===== config.mk =====
export PLATFORM = sky130hd
export DESIGN_NAME = blk_ctrl
export DESIGN_NICKNAME = d
export VERILOG_FILES = /design/src/hw/blk_pkg.sv /design/src/hw/blk_ctrl.sv /design/src/hw/blk_fbus.sv /design/src/hw/blk_lockmem.sv
export VERILOG_INCLUDE_DIRS = /design/src /design/src/hw
export SDC_FILE = /design/constraint.sdc
export NUM_CORES = 1
export LEC_CHECK = 0
export BUFFER_PORTS_ARGS = -buffer_cell sky130_fd_sc_hd__buf_2
export CAP_MARGIN = 10
export CORE_UTILIZATION = 40
export DETAILED_ROUTE_END_ITERATION = 7
export SLEW_MARGIN = 20
export SYNTH_ARGS = -nofsm -noshare
export SYNTH_HDL_FRONTEND = slang
export SYNTH_SLANG_ARGS = --single-unit

===== constraint.sdc =====
create_clock -name pclk -period 2.4 [get_ports pclk]
set_input_delay 0.12 -clock pclk [delete_from_list [all_inputs] [get_ports pclk]]
set_output_delay 0.12 -clock pclk [all_outputs]
set_load 0.1 [all_outputs]

===== src/hw/blk_consts.svh =====
// Offsets, command codes, field positions, reset values and timing counts
`ifndef BLK_CONSTS_SVH
`define BLK_CONSTS_SVH
// ----------------------------------------------------------------
// Register offsets of the controller
// ----------------------------------------------------------------
`define BLK_OFF_CTRL 12'h000
`define BLK_OFF_CMD 12'h004
`define BLK_OFF_ADDR 12'h008
`define BLK_OFF_WDATA 12'h00c
`define BLK_OFF_STATUS 12'h010
`define BLK_OFF_RDATA 12'h014
`define BLK_OFF_LOCK 12'h018
// ----------------------------------------------------------------
// Field positions and reset values
// ----------------------------------------------------------------
`define BLK_CTRL_WP 0
`define BLK_ST_BUSY 8
`define BLK_ST_DONE 9
`define BLK_CTRL_RESET 1'b0
`define BLK_LOCK_RESET 2'b01
`define BLK_AW 22
`define BLK_IDX_LSB 15
`define BLK_ID_LOCK_OFS 22'h000002
// ----------------------------------------------------------------
// Flash command codes
// ----------------------------------------------------------------
`define BLK_C_LOCK_SETUP 8'h60
`define BLK_C_LOCK_CONF 8'h01
`define BLK_C_UNLOCK_CONF 8'hd0
`define BLK_C_LDOWN_CONF 8'h2f
`define BLK_C_READ_ID 8'h90
`define BLK_C_READ_ARRAY 8'hff
`define BLK_C_READ_STATUS 8'h70
`define BLK_C_CLEAR_STATUS 8'h50
`define BLK_C_PROG_SETUP 8'h40
`define BLK_C_ERASE_SETUP 8'h20
`define BLK_C_ERASE_CONF 8'hd0
`define BLK_C_SUSPEND 8'hb0
`define BLK_C_RESUME 8'hd0
// ----------------------------------------------------------------
// Status byte bit positions
// ----------------------------------------------------------------
`define BLK_SR_READY 7
`define BLK_SR_ESUSP 6
`define BLK_SR_ERASE 5
`define BLK_SR_PROG 4
`define BLK_SR_VPP 3
`define BLK_SR_PSUSP 2
`define BLK_SR_LOCK 1
`define BLK_SR_RSVD 0
// ----------------------------------------------------------------
// Bus cycle and reset pulse timing in pclk cycles
// ----------------------------------------------------------------
`define BLK_SETUP_CYC 4'd2
`define BLK_PULSE_CYC 4'd4
`define BLK_RST_CYC 4'd8
`endif


===== src/hw/blk_pkg.sv =====
// Types and decode helpers shared by the block lock controller
package blk_pkg;
`include "blk_consts.svh"
  typedef enum logic [3:0] {
    OP_LOCK = 4'h0,
    OP_UNLOCK = 4'h1,
    OP_LDOWN = 4'h2,
    OP_RDLOCK = 4'h3,
    OP_RDSTAT = 4'h4,
    OP_PROG = 4'h5,
    OP_ERASE = 4'h6,
    OP_SUSP = 4'h7,
    OP_RESUME = 4'h8,
    OP_RESET = 4'h9
  } blk_op_t;

  typedef struct packed {
    logic wr;
    logic [`BLK_AW-1:0] addr;
    logic [15:0] data;
  } blk_breq_t;

  typedef struct packed {
    logic [`BLK_AW-1:0] addr;
    logic [15:0] dq_o;
    logic dq_oe;
    logic ce_n;
    logic oe_n;
    logic we_n;
  } blk_fpin_t;

  typedef struct packed {
    logic esusp;
    logic psusp;
    logic erase_err;
    logic prog_err;
    logic seq_err;
    logic lock_viol;
    logic vpp_low;
  } blk_flags_t;

  function automatic blk_flags_t blk_decode(input logic [7:0] sr);
    blk_flags_t f;
    f.esusp = sr[`BLK_SR_ESUSP];
    f.psusp = sr[`BLK_SR_PSUSP];
    f.erase_err = sr[`BLK_SR_ERASE];
    f.prog_err = sr[`BLK_SR_PROG];
    f.seq_err = sr[`BLK_SR_ERASE] & sr[`BLK_SR_PROG] & sr[`BLK_SR_READY];
    f.lock_viol = sr[`BLK_SR_LOCK];
    f.vpp_low = sr[`BLK_SR_VPP];
    return f;
  endfunction : blk_decode
endpackage : blk_pkg


===== src/hw/blk_ctrl.sv =====
// Host controller for flash block locking and status, with APB registers
//
// Notes on behaviour
// - Lock is setup code then lock confirm.
// - Unlock is setup code then unlock confirm.
// - Lock-down is setup code then lock-down confirm.
// - Read-identifier, base plus two gives bits.
`timescale 1ns/1ps
`include "blk_consts.svh"
module blk_ctrl #(
  parameter int IW = `BLK_AW - `BLK_IDX_LSB
) (
  // Clock and reset
  input wire logic pclk,
  input wire logic presetn,
  // APB slave
  input wire logic [11:0] paddr,
  input wire logic psel,
  input wire logic penable,
  input wire logic pwrite,
  input wire logic [31:0] pwdata,
  output logic [31:0] prdata,
  output logic pready,
  output logic pslverr,
  // Flash pins
  output blk_pkg::blk_fpin_t fpin,
  input wire logic [15:0] f_dq_i,
  output logic f_wp_n,
  output logic f_rst_n
);
  import blk_pkg::*;

  typedef enum logic [2:0] {
    M_IDLE = 3'b000,
    M_C1 = 3'b001,
    M_C2 = 3'b010,
    M_POLL = 3'b011,
    M_RDID = 3'b100,
    M_CLR = 3'b101,
    M_ARR = 3'b110,
    M_RST = 3'b111
  } blk_mst_t;

  blk_mst_t st_q;
  blk_op_t op_q;
  logic wp_q;
  logic [`BLK_AW-1:0] addr_q;
  logic [15:0] wdata_q;
  logic [15:0] rdata_q;
  logic [7:0] sr_q;
  logic done_q;
  logic pend_q;
  logic [3:0] rcnt_q;
  logic breq_v;
  blk_breq_t breq;
  logic ack;
  logic [15:0] bus_rd;
  logic [1:0] lk_cur;
  logic mem_we;
  logic [1:0] mem_wd;
  logic mem_clr;
  logic wr_acc;
  logic rd_acc;
  logic cmd_go;
  blk_flags_t flags;

  // ----------------------------------------------------------------
  // Helpers
  // ----------------------------------------------------------------
  function automatic logic [7:0] first_code(input blk_op_t op);
    unique case (op)
      OP_LOCK, OP_UNLOCK, OP_LDOWN: first_code = `BLK_C_LOCK_SETUP;
      OP_RDLOCK: first_code = `BLK_C_READ_ID;
      OP_RDSTAT: first_code = `BLK_C_READ_STATUS;
      OP_PROG: first_code = `BLK_C_PROG_SETUP;
      OP_ERASE: first_code = `BLK_C_ERASE_SETUP;
      OP_SUSP: first_code = `BLK_C_SUSPEND;
      OP_RESUME: first_code = `BLK_C_RESUME;
      default: first_code = `BLK_C_READ_ARRAY;
    endcase
  endfunction : first_code

  // Predicted lock bits after a completed lock command
  function automatic logic [1:0] next_lock(input logic [1:0] cur,
                                           input blk_op_t op,
                                           input logic wp_high);
    logic [1:0] n;
    n = cur;
    if (!(cur[1] && !wp_high)) begin
      unique case (op)
        OP_LOCK: n[0] = 1'b1;
        OP_UNLOCK: n[0] = 1'b0;
        OP_LDOWN: n = 2'b11;
        default: n = cur;
      endcase
    end
    next_lock = n;
  endfunction : next_lock

  // ----------------------------------------------------------------
  // APB register access
  // ----------------------------------------------------------------
  assign pready = 1'b1;
  assign wr_acc = psel && penable && pwrite;
  assign rd_acc = psel && penable && !pwrite;
  assign cmd_go = wr_acc && (paddr == `BLK_OFF_CMD) && (st_q == M_IDLE);
  // Reserved bit 0 is kept out of sr_q and flags, but RDATA keeps the raw status read
  assign flags = blk_decode(sr_q);

  always_comb begin
    pslverr = 1'b0;
    unique case (paddr)
      `BLK_OFF_CTRL, `BLK_OFF_CMD, `BLK_OFF_ADDR, `BLK_OFF_WDATA,
      `BLK_OFF_STATUS, `BLK_OFF_RDATA, `BLK_OFF_LOCK: pslverr = 1'b0;
      default: pslverr = psel && penable;
    endcase
  end

  always_ff @(posedge pclk or negedge presetn) begin
    if (!presetn) begin
      prdata <= 32'h0000_0000;
    end else if (psel && !penable && !pwrite) begin
      unique case (paddr)
        `BLK_OFF_CTRL: prdata <= {31'h0, wp_q};
        `BLK_OFF_CMD: prdata <= {28'h0, op_q};
        `BLK_OFF_ADDR: prdata <= {{(32-`BLK_AW){1'b0}}, addr_q};
        `BLK_OFF_WDATA: prdata <= {16'h0, wdata_q};
        `BLK_OFF_STATUS: prdata <= {9'h0, flags, 6'h0, done_q,
                                    st_q != M_IDLE, sr_q};
        `BLK_OFF_RDATA: prdata <= {16'h0, rdata_q};
        `BLK_OFF_LOCK: prdata <= {29'h0, ~wp_q, lk_cur};
        default: prdata <= 32'h0000_0000;
      endcase
    end
  end

  // Operands are frozen while an operation runs
  always_ff @(posedge pclk or negedge presetn) begin
    if (!presetn) begin
      wp_q <= `BLK_CTRL_RESET;
      addr_q <= '0;
      wdata_q <= 16'h0000;
      op_q <= OP_LOCK;
    end else if (wr_acc && st_q == M_IDLE) begin
      unique case (paddr)
        `BLK_OFF_CTRL: wp_q <= pwdata[`BLK_CTRL_WP];
        `BLK_OFF_ADDR: addr_q <= pwdata[`BLK_AW-1:0];
        `BLK_OFF_WDATA: wdata_q <= pwdata[15:0];
        `BLK_OFF_CMD: op_q <= blk_op_t'(pwdata[3:0]);
        default: ;
      endcase
    end
  end

  // Done is sticky; a completion in the clearing cycle wins
  always_ff @(posedge pclk or negedge presetn) begin
    if (!presetn) done_q <= 1'b0;
    else if ((st_q == M_ARR && ack) || (st_q == M_RST && rcnt_q == 4'h1) ||
             (st_q == M_POLL && ack && op_q == OP_RDSTAT) ||
             (st_q == M_C1 && ack && op_q == OP_RESUME))
      done_q <= 1'b1;
    else if (wr_acc && paddr == `BLK_OFF_STATUS && pwdata[`BLK_ST_DONE])
      done_q <= 1'b0;
  end

  // ----------------------------------------------------------------
  // Pins driven directly
  // ----------------------------------------------------------------
  always_ff @(posedge pclk or negedge presetn) begin
    if (!presetn) begin
      f_wp_n <= 1'b0;
      f_rst_n <= 1'b0;
    end else begin
      f_wp_n <= wp_q;
      f_rst_n <= !(st_q == M_RST);
    end
  end

  // ----------------------------------------------------------------
  // Bus request for the current step
  // ----------------------------------------------------------------
  always_comb begin
    breq.wr = 1'b1;
    breq.addr = addr_q;
    breq.data = {8'h00, `BLK_C_READ_ARRAY};
    unique case (st_q)
      M_C1: breq.data = {8'h00, first_code(op_q)};
      M_C2: begin
        unique case (op_q)
          OP_LOCK: breq.data = {8'h00, `BLK_C_LOCK_CONF};
          OP_UNLOCK: breq.data = {8'h00, `BLK_C_UNLOCK_CONF};
          OP_LDOWN: breq.data = {8'h00, `BLK_C_LDOWN_CONF};
          OP_ERASE: breq.data = {8'h00, `BLK_C_ERASE_CONF};
          default: breq.data = wdata_q;
        endcase
      end
      M_POLL: breq.wr = 1'b0;
      M_RDID: begin
        breq.wr = 1'b0;
        breq.addr = addr_q + `BLK_ID_LOCK_OFS;
      end
      M_CLR: breq.data = {8'h00, `BLK_C_CLEAR_STATUS};
      default: breq.data = {8'h00, `BLK_C_READ_ARRAY};
    endcase
  end

  assign breq_v = !pend_q && st_q != M_IDLE && st_q != M_RST;

  always_ff @(posedge pclk or negedge presetn) begin
    if (!presetn) pend_q <= 1'b0;
    else if (ack) pend_q <= 1'b0;
    else if (breq_v) pend_q <= 1'b1;
  end

  // ----------------------------------------------------------------
  // Operation sequencer
  // ----------------------------------------------------------------
  always_ff @(posedge pclk or negedge presetn) begin
    if (!presetn) begin
      st_q <= M_IDLE;
      rcnt_q <= 4'h0;
    end else begin
      unique case (st_q)
        M_IDLE: begin
          if (cmd_go) begin
            if (pwdata[3:0] == OP_RESET) begin
              st_q <= M_RST;
              rcnt_q <= `BLK_RST_CYC;
            end else begin
              st_q <= M_C1;
            end
          end
        end
        M_C1: if (ack) begin
          unique case (op_q)
            OP_RDLOCK: st_q <= M_RDID;
            OP_RDSTAT, OP_SUSP: st_q <= M_POLL;
            OP_RESUME: st_q <= M_IDLE;
            default: st_q <= M_C2;
          endcase
        end
        M_C2: if (ack) st_q <= M_POLL;
        M_POLL: if (ack) begin
          if (op_q == OP_RDSTAT) st_q <= M_IDLE;
          else if (bus_rd[`BLK_SR_READY]) begin
            // Error flags stay in the device until cleared, so clear them
            if (bus_rd[`BLK_SR_ERASE] || bus_rd[`BLK_SR_PROG] ||
                bus_rd[`BLK_SR_VPP] || bus_rd[`BLK_SR_LOCK])
              st_q <= M_CLR;
            else st_q <= M_ARR;
          end
        end
        M_RDID: if (ack) st_q <= M_ARR;
        M_CLR: if (ack) st_q <= M_ARR;
        M_ARR: if (ack) st_q <= M_IDLE;
        M_RST: begin
          rcnt_q <= rcnt_q - 4'h1;
          if (rcnt_q == 4'h1) st_q <= M_IDLE;
        end
      endcase
    end
  end

  // Status and read data capture; bit 0 masked as it is undefined
  always_ff @(posedge pclk or negedge presetn) begin
    if (!presetn) begin
      sr_q <= 8'h00;
      rdata_q <= 16'h0000;
    end else if (ack && !breq.wr) begin
      rdata_q <= bus_rd;
      if (st_q == M_POLL && (bus_rd[`BLK_SR_READY] || op_q == OP_RDSTAT))
        sr_q <= bus_rd[7:0] & 8'hfe;
    end
  end

  // ----------------------------------------------------------------
  // Shadow of block lock bits
  // ----------------------------------------------------------------
  always_comb begin
    mem_clr = st_q == M_RST;
    mem_we = 1'b0;
    mem_wd = lk_cur;
    if (st_q == M_RDID && ack) begin
      mem_we = 1'b1;
      mem_wd = bus_rd[1:0];
    end else if (st_q == M_POLL && ack && bus_rd[`BLK_SR_READY] &&
                 !bus_rd[`BLK_SR_PROG] && !bus_rd[`BLK_SR_ERASE] &&
                 (op_q == OP_LOCK || op_q == OP_UNLOCK ||
                  op_q == OP_LDOWN)) begin
      mem_we = 1'b1;
      mem_wd = next_lock(lk_cur, op_q, wp_q);
    end
  end

  blk_lockmem #(.IW(IW)) u_mem (
    .pclk(pclk),
    .presetn(presetn),
    .clr(mem_clr),
    .we(mem_we),
    .waddr(addr_q[`BLK_AW-1:`BLK_IDX_LSB]),
    .wdata(mem_wd),
    .raddr(addr_q[`BLK_AW-1:`BLK_IDX_LSB]),
    .rdata(lk_cur)
  );

  blk_fbus u_bus (
    .pclk(pclk),
    .presetn(presetn),
    .req(breq_v),
    .breq(breq),
    .ack(ack),
    .rdata(bus_rd),
    .fpin(fpin),
    .f_dq_i(f_dq_i)
  );
endmodule : blk_ctrl


===== src/hw/blk_fbus.sv =====
// One asynchronous flash bus cycle: write strobe or read with sampling
`timescale 1ns/1ps
`include "blk_consts.svh"
module blk_fbus (
  // Clock and reset
  input wire logic pclk,
  input wire logic presetn,
  // Request side
  input wire logic req,
  input blk_pkg::blk_breq_t breq,
  output logic ack,
  output logic [15:0] rdata,
  // Flash pins
  output blk_pkg::blk_fpin_t fpin,
  input wire logic [15:0] f_dq_i
);
  import blk_pkg::*;
  typedef enum logic [1:0] {
    F_IDLE = 2'b00,
    F_SET = 2'b01,
    F_PULSE = 2'b10,
    F_SAMP = 2'b11
  } blk_fst_t;

  blk_fst_t st_q;
  logic [3:0] cnt_q;
  logic [15:0] s1_q, s2_q, s3_q;

  // ----------------------------------------------------------------
  // Data bus synchroniser
  // ----------------------------------------------------------------
  always_ff @(posedge pclk or negedge presetn) begin
    if (!presetn) begin
      s1_q <= 16'h0000;
      s2_q <= 16'h0000;
      s3_q <= 16'h0000;
    end else begin
      s1_q <= f_dq_i;
      s2_q <= s1_q;
      s3_q <= s2_q;
    end
  end

  // ----------------------------------------------------------------
  // Cycle sequencer
  // ----------------------------------------------------------------
  always_ff @(posedge pclk or negedge presetn) begin
    if (!presetn) begin
      st_q <= F_IDLE;
      cnt_q <= 4'h0;
      ack <= 1'b0;
      rdata <= 16'h0000;
      fpin <= '{addr: '0, dq_o: 16'h0000, dq_oe: 1'b0,
                ce_n: 1'b1, oe_n: 1'b1, we_n: 1'b1};
    end else begin
      ack <= 1'b0;
      unique case (st_q)
        F_IDLE: begin
          fpin.ce_n <= 1'b1;
          fpin.oe_n <= 1'b1;
          fpin.we_n <= 1'b1;
          fpin.dq_oe <= 1'b0;
          if (req) begin
            fpin.addr <= breq.addr;
            fpin.dq_o <= breq.data;
            fpin.dq_oe <= breq.wr;
            fpin.ce_n <= 1'b0;
            cnt_q <= `BLK_SETUP_CYC;
            st_q <= F_SET;
          end
        end
        F_SET: begin
          cnt_q <= cnt_q - 4'h1;
          if (cnt_q == 4'h1) begin
            fpin.we_n <= ~fpin.dq_oe;
            fpin.oe_n <= fpin.dq_oe;
            cnt_q <= `BLK_PULSE_CYC;
            st_q <= F_PULSE;
          end
        end
        F_PULSE: begin
          cnt_q <= cnt_q - 4'h1;
          if (cnt_q == 4'h1) begin
            if (fpin.dq_oe) begin
              // Data stays driven through the rising strobe for hold
              fpin.we_n <= 1'b1;
              ack <= 1'b1;
              st_q <= F_IDLE;
            end else begin
              st_q <= F_SAMP;
            end
          end
        end
        F_SAMP: begin
          // Wait until the last two sync stages agree on the word
          if (s2_q == s3_q) begin
            rdata <= s3_q;
            fpin.oe_n <= 1'b1;
            ack <= 1'b1;
            st_q <= F_IDLE;
          end
        end
      endcase
    end
  end
endmodule : blk_fbus


===== src/hw/blk_lockmem.sv =====
// Shadow memory of the per-block lock and lock-down bits
`timescale 1ns/1ps
`include "blk_consts.svh"
module blk_lockmem #(
  parameter int IW = 7
) (
  // Clock and reset
  input wire logic pclk,
  input wire logic presetn,
  // Control
  input wire logic clr,
  input wire logic we,
  input wire logic [IW-1:0] waddr,
  input wire logic [1:0] wdata,
  // Read port
  input wire logic [IW-1:0] raddr,
  output logic [1:0] rdata
);
  import blk_pkg::*;
  logic [1:0] mem_q [2**IW];

  // A clear covers every entry at once, matching a device reset
  always_ff @(posedge pclk or negedge presetn) begin
    if (!presetn) begin
      for (int i = 0; i < 2**IW; i++) mem_q[i] <= `BLK_LOCK_RESET;
    end else if (clr) begin
      for (int i = 0; i < 2**IW; i++) mem_q[i] <= `BLK_LOCK_RESET;
    end else if (we) begin
      mem_q[waddr] <= wdata;
    end
  end

  always_ff @(posedge pclk or negedge presetn) begin
    if (!presetn) rdata <= `BLK_LOCK_RESET;
    else rdata <= mem_q[raddr];
  end
endmodule : blk_lockmem


==> out/metrics.cfg <==
[clocking]
clock_sinks=471
clock_latency_ns=0.61
cts_buffers=50
cts_tree=done
clockBufferDepth=3
cts_root_buf=clkbuf_16
htreeDepth=2
clk_pin_slew_ns=0.06

[pwr]
p_seq_frac=0.423
power.share.combinational=0.180
leakage_uw=0.0113
clkPwrFrac=0.397
p_total_uw=20000
p_sw_frac=0.307
p_per_area_mw_per_mm2=719
ir_drop_v=0.000522
switchingPower_uw=6140
power.internal_uw=13800

[timing]
fmax_mhz=417
min_period_ns=2.40
fin_crit_sh=1.00
worstMarginPinSlew_ns=0.650
rsz0062_at_grt=true
report.final.hold_viol_count=0
maxSlewViolCount=0
max_slew_margin=0.566
setup_viol=0
fin_skew_ns=0.0164

[place]
portBuffers=122
hpwl_um=43100
place_congestion=0.899

[synth]
syn_area_mm2=0.0229
synth_seq_cells=471
synth_cell_types=77
syn_inst=2281
yosys_most_used_dff=dfrtp_1
syn_area_per_cell_um2=10.1
yosys_warnings=0
async_flop_share=1.00
ys_seq_area_frac=0.521
synth-edff-count=0

[final_layout]
layout.nets=2531
syn2layout_area_growth_pct=21.1
final_common_cell=dfrtp_1
utilization=0.492
drive_gt1_frac=0.277
layout_common_cells=dfrtp_1 (336), o21ai_0 (259), nand2_1 (244)
antennaDiodeCount=0

[global_route]
antenna_found_initial=2
grt_max_degree=133
grt_usage=0.231
grt_pass1_vias=17941
gr-total-overflow=0
grt_pass1_wl_um=105000

[drt]
wl_per_cell_um=20.7
vias=18869
via_per_inst=5.81
ant_nets=0
first_pass_iters=6
drc=0
routed_wl_um=67300
drtIter0Drc=1623

[run]
cap_violations=0

[floorplan]
die-height_um=241
die_w_um=241
start_util=0.406
rows=87
core-area_mm2=0.0565
design.die.area_mm2=0.0583
io_pins=143

[run_status]
outcome=completed

[worst_setup_path]
path_class=reg -> reg
end_kind=flop
crit_fanout=64
worst_ep_required_time_ns=2.88
worstPathArrival_ns=2.87
cp-start-kind=flop

[min_path]
worstHoldPathType=in -> reg

==> synthesized netlist by cell type, types with 4 or more instances <==
cell	count	area (um2)
nand3_1	23	115
mux4_2	28	631
dfrtp_1	339	8480
a21oi_1	164	821
xor2_1	24	210
mux2_2	100	1130
nand2b_1	6	37.5
nor4_1	8	50.1
o221ai_1	4	35.0
ha_1	15	188
nor3_1	19	95.1
or3_1	4	25.0
and2_1	9	56.3
xnor2_1	12	105
a211oi_1	6	45.0
clkbuf_1	181	679
a22oi_1	21	158
inv_1	27	101
a21o_1	8	60.1
nor2_1	180	676
a22o_1	15	131
o21ai_0	336	1680
dfstp_2	132	3470
nand2_1	245	920
buf_2	19	95.1
and4_1	4	35.0
a222oi_1	12	120
buf_4	11	82.6
o311ai_1	6	52.6
o311ai_0	123	1080
o22ai_1	13	81.3
nor2b_1	15	93.8
a31oi_1	8	50.1
o211ai_2	7	87.6
a221oi_1	26	228
mux2i_1	32	320
nor3b_1	5	37.5
buf_1	23	86.3
nand4_1	7	43.8
==> metrics by stage <==
stage / hold WS [ns] / worst slack, ns / instance area, um2 / std cells / TNS [ns]
floorplan: -0.176 / 0.0983 / 23000 / 2289 / 0
global placement: 0.148 / -0.109 / 25500 / 3105 / -0.109
detailed placement: 0.152 / -0.114 / 25500 / 3105 / -0.514
CTS: 0.0115 / -0.0156 / 27600 / 3239 / -0.166
global route: 0.0648 / -0.160 / 27800 / 3248 / -6.55
finish: 0.0420 / 0.000908 / 27800 / 3248 / 0
==> logic make-up after synthesis <==
logic type	after synthesis	share of synthesized area
buffers and inverters	266	0.0473
AOI/OAI and AO/OA	788	0.216
DFF	471	0.521
adders and majority gates	15	0.00818
and+or+nand+nor	543	0.103
other	2	0.000327
xor gates and xnor gates	36	0.0137
muxes	160	0.0905
==> final cells by class <==
cell class                      count  area, um2
Timing Repair Buffer              347       2970
Multi-Input combinational cell   1552      10100
Inverter                           29        110
Sequential cell                   471      12000
Clock buffer                       73       1430
Tap cell                          756        946
Fill cell                        5057      28700
Clock inverter                     20        251
==> routing by layer <==
metal  up-vias  GRT usage  part of all wire
li1       8660          -                 -
met1      9438      0.328              0.45
met2       660      0.361              0.46
met3       107     0.0424             0.068
met4         4     0.0612             0.023
met5         -          0           0.00051
==> state kept, by name (all words and copies together), names as in the netlist, 3 cells and up <==
name / flops
addr_q: 22
op_q: 4
prdata: 23
rcnt_q: 4
rdata_q: 16
sr_q: 7
st_q: 3
u_bus.cnt_q: 4
u_bus.fpin: 42
u_bus.rdata: 16
u_bus.s1_q: 16
u_bus.s2_q: 16
u_bus.s3_q: 16
u_mem.mem_q: 256
wdata_q: 16
==> worst max-delay path: stages (launching register included) <==
cell,delay [ns]
dfrtp_1,0.38
or4_4,0.55
buf_4,0.16
nor4_4,0.27
buf_12,0.20
o211ai_4,0.09
buf_12,0.22
o21ai_1,0.22
o311ai_1,0.14
==> worst paths after layout <==
path / slack, ns / to / cells after the start / from
max: 0.0009 / u_mem.mem_q[136] / 8 / u_bus.rdata[4]
max in group asynchronous: 1.40 / u_mem.mem_q[222] / 3 / presetn
max reg2reg: 0.0009 / u_mem.mem_q[136] / 8 / u_bus.rdata[4]
min in group asynchronous: 0.10 / u_mem.mem_q[125] / 2 / presetn
min reg2reg: 0.35 / u_bus.s2_q[0] / 0 / u_bus.s1_q[0]
min: 0.04 / wp_q / 4 / paddr[3]
==> power groups by stage <==
| stage | clock network [uW] | registers (uW) | logic, uW |
|---|---|---|---|
| 6_report | 7930 | 8460 | 3590 |
| 5_1_grt | 8370 | 8490 | 3870 |
| 4_1_cts | 8080 | 8450 | 3550 |
| 3_5_place_dp | 0 | 8580 | 3470 |
| 3_3_place_gp | 0 | 8570 | 3390 |
| 2_1_floorplan | 0 | 9230 | 1720 |
==> what timing repair did <==
item,CTS,global route
buffers inserted,0,9
pin swaps,0,0
setup endpoints to repair,106,190
resized for setup,21,136
endpoints found under the hold margin,139,0
hold buffers,41,0
(Power assumes the default switching activity.)
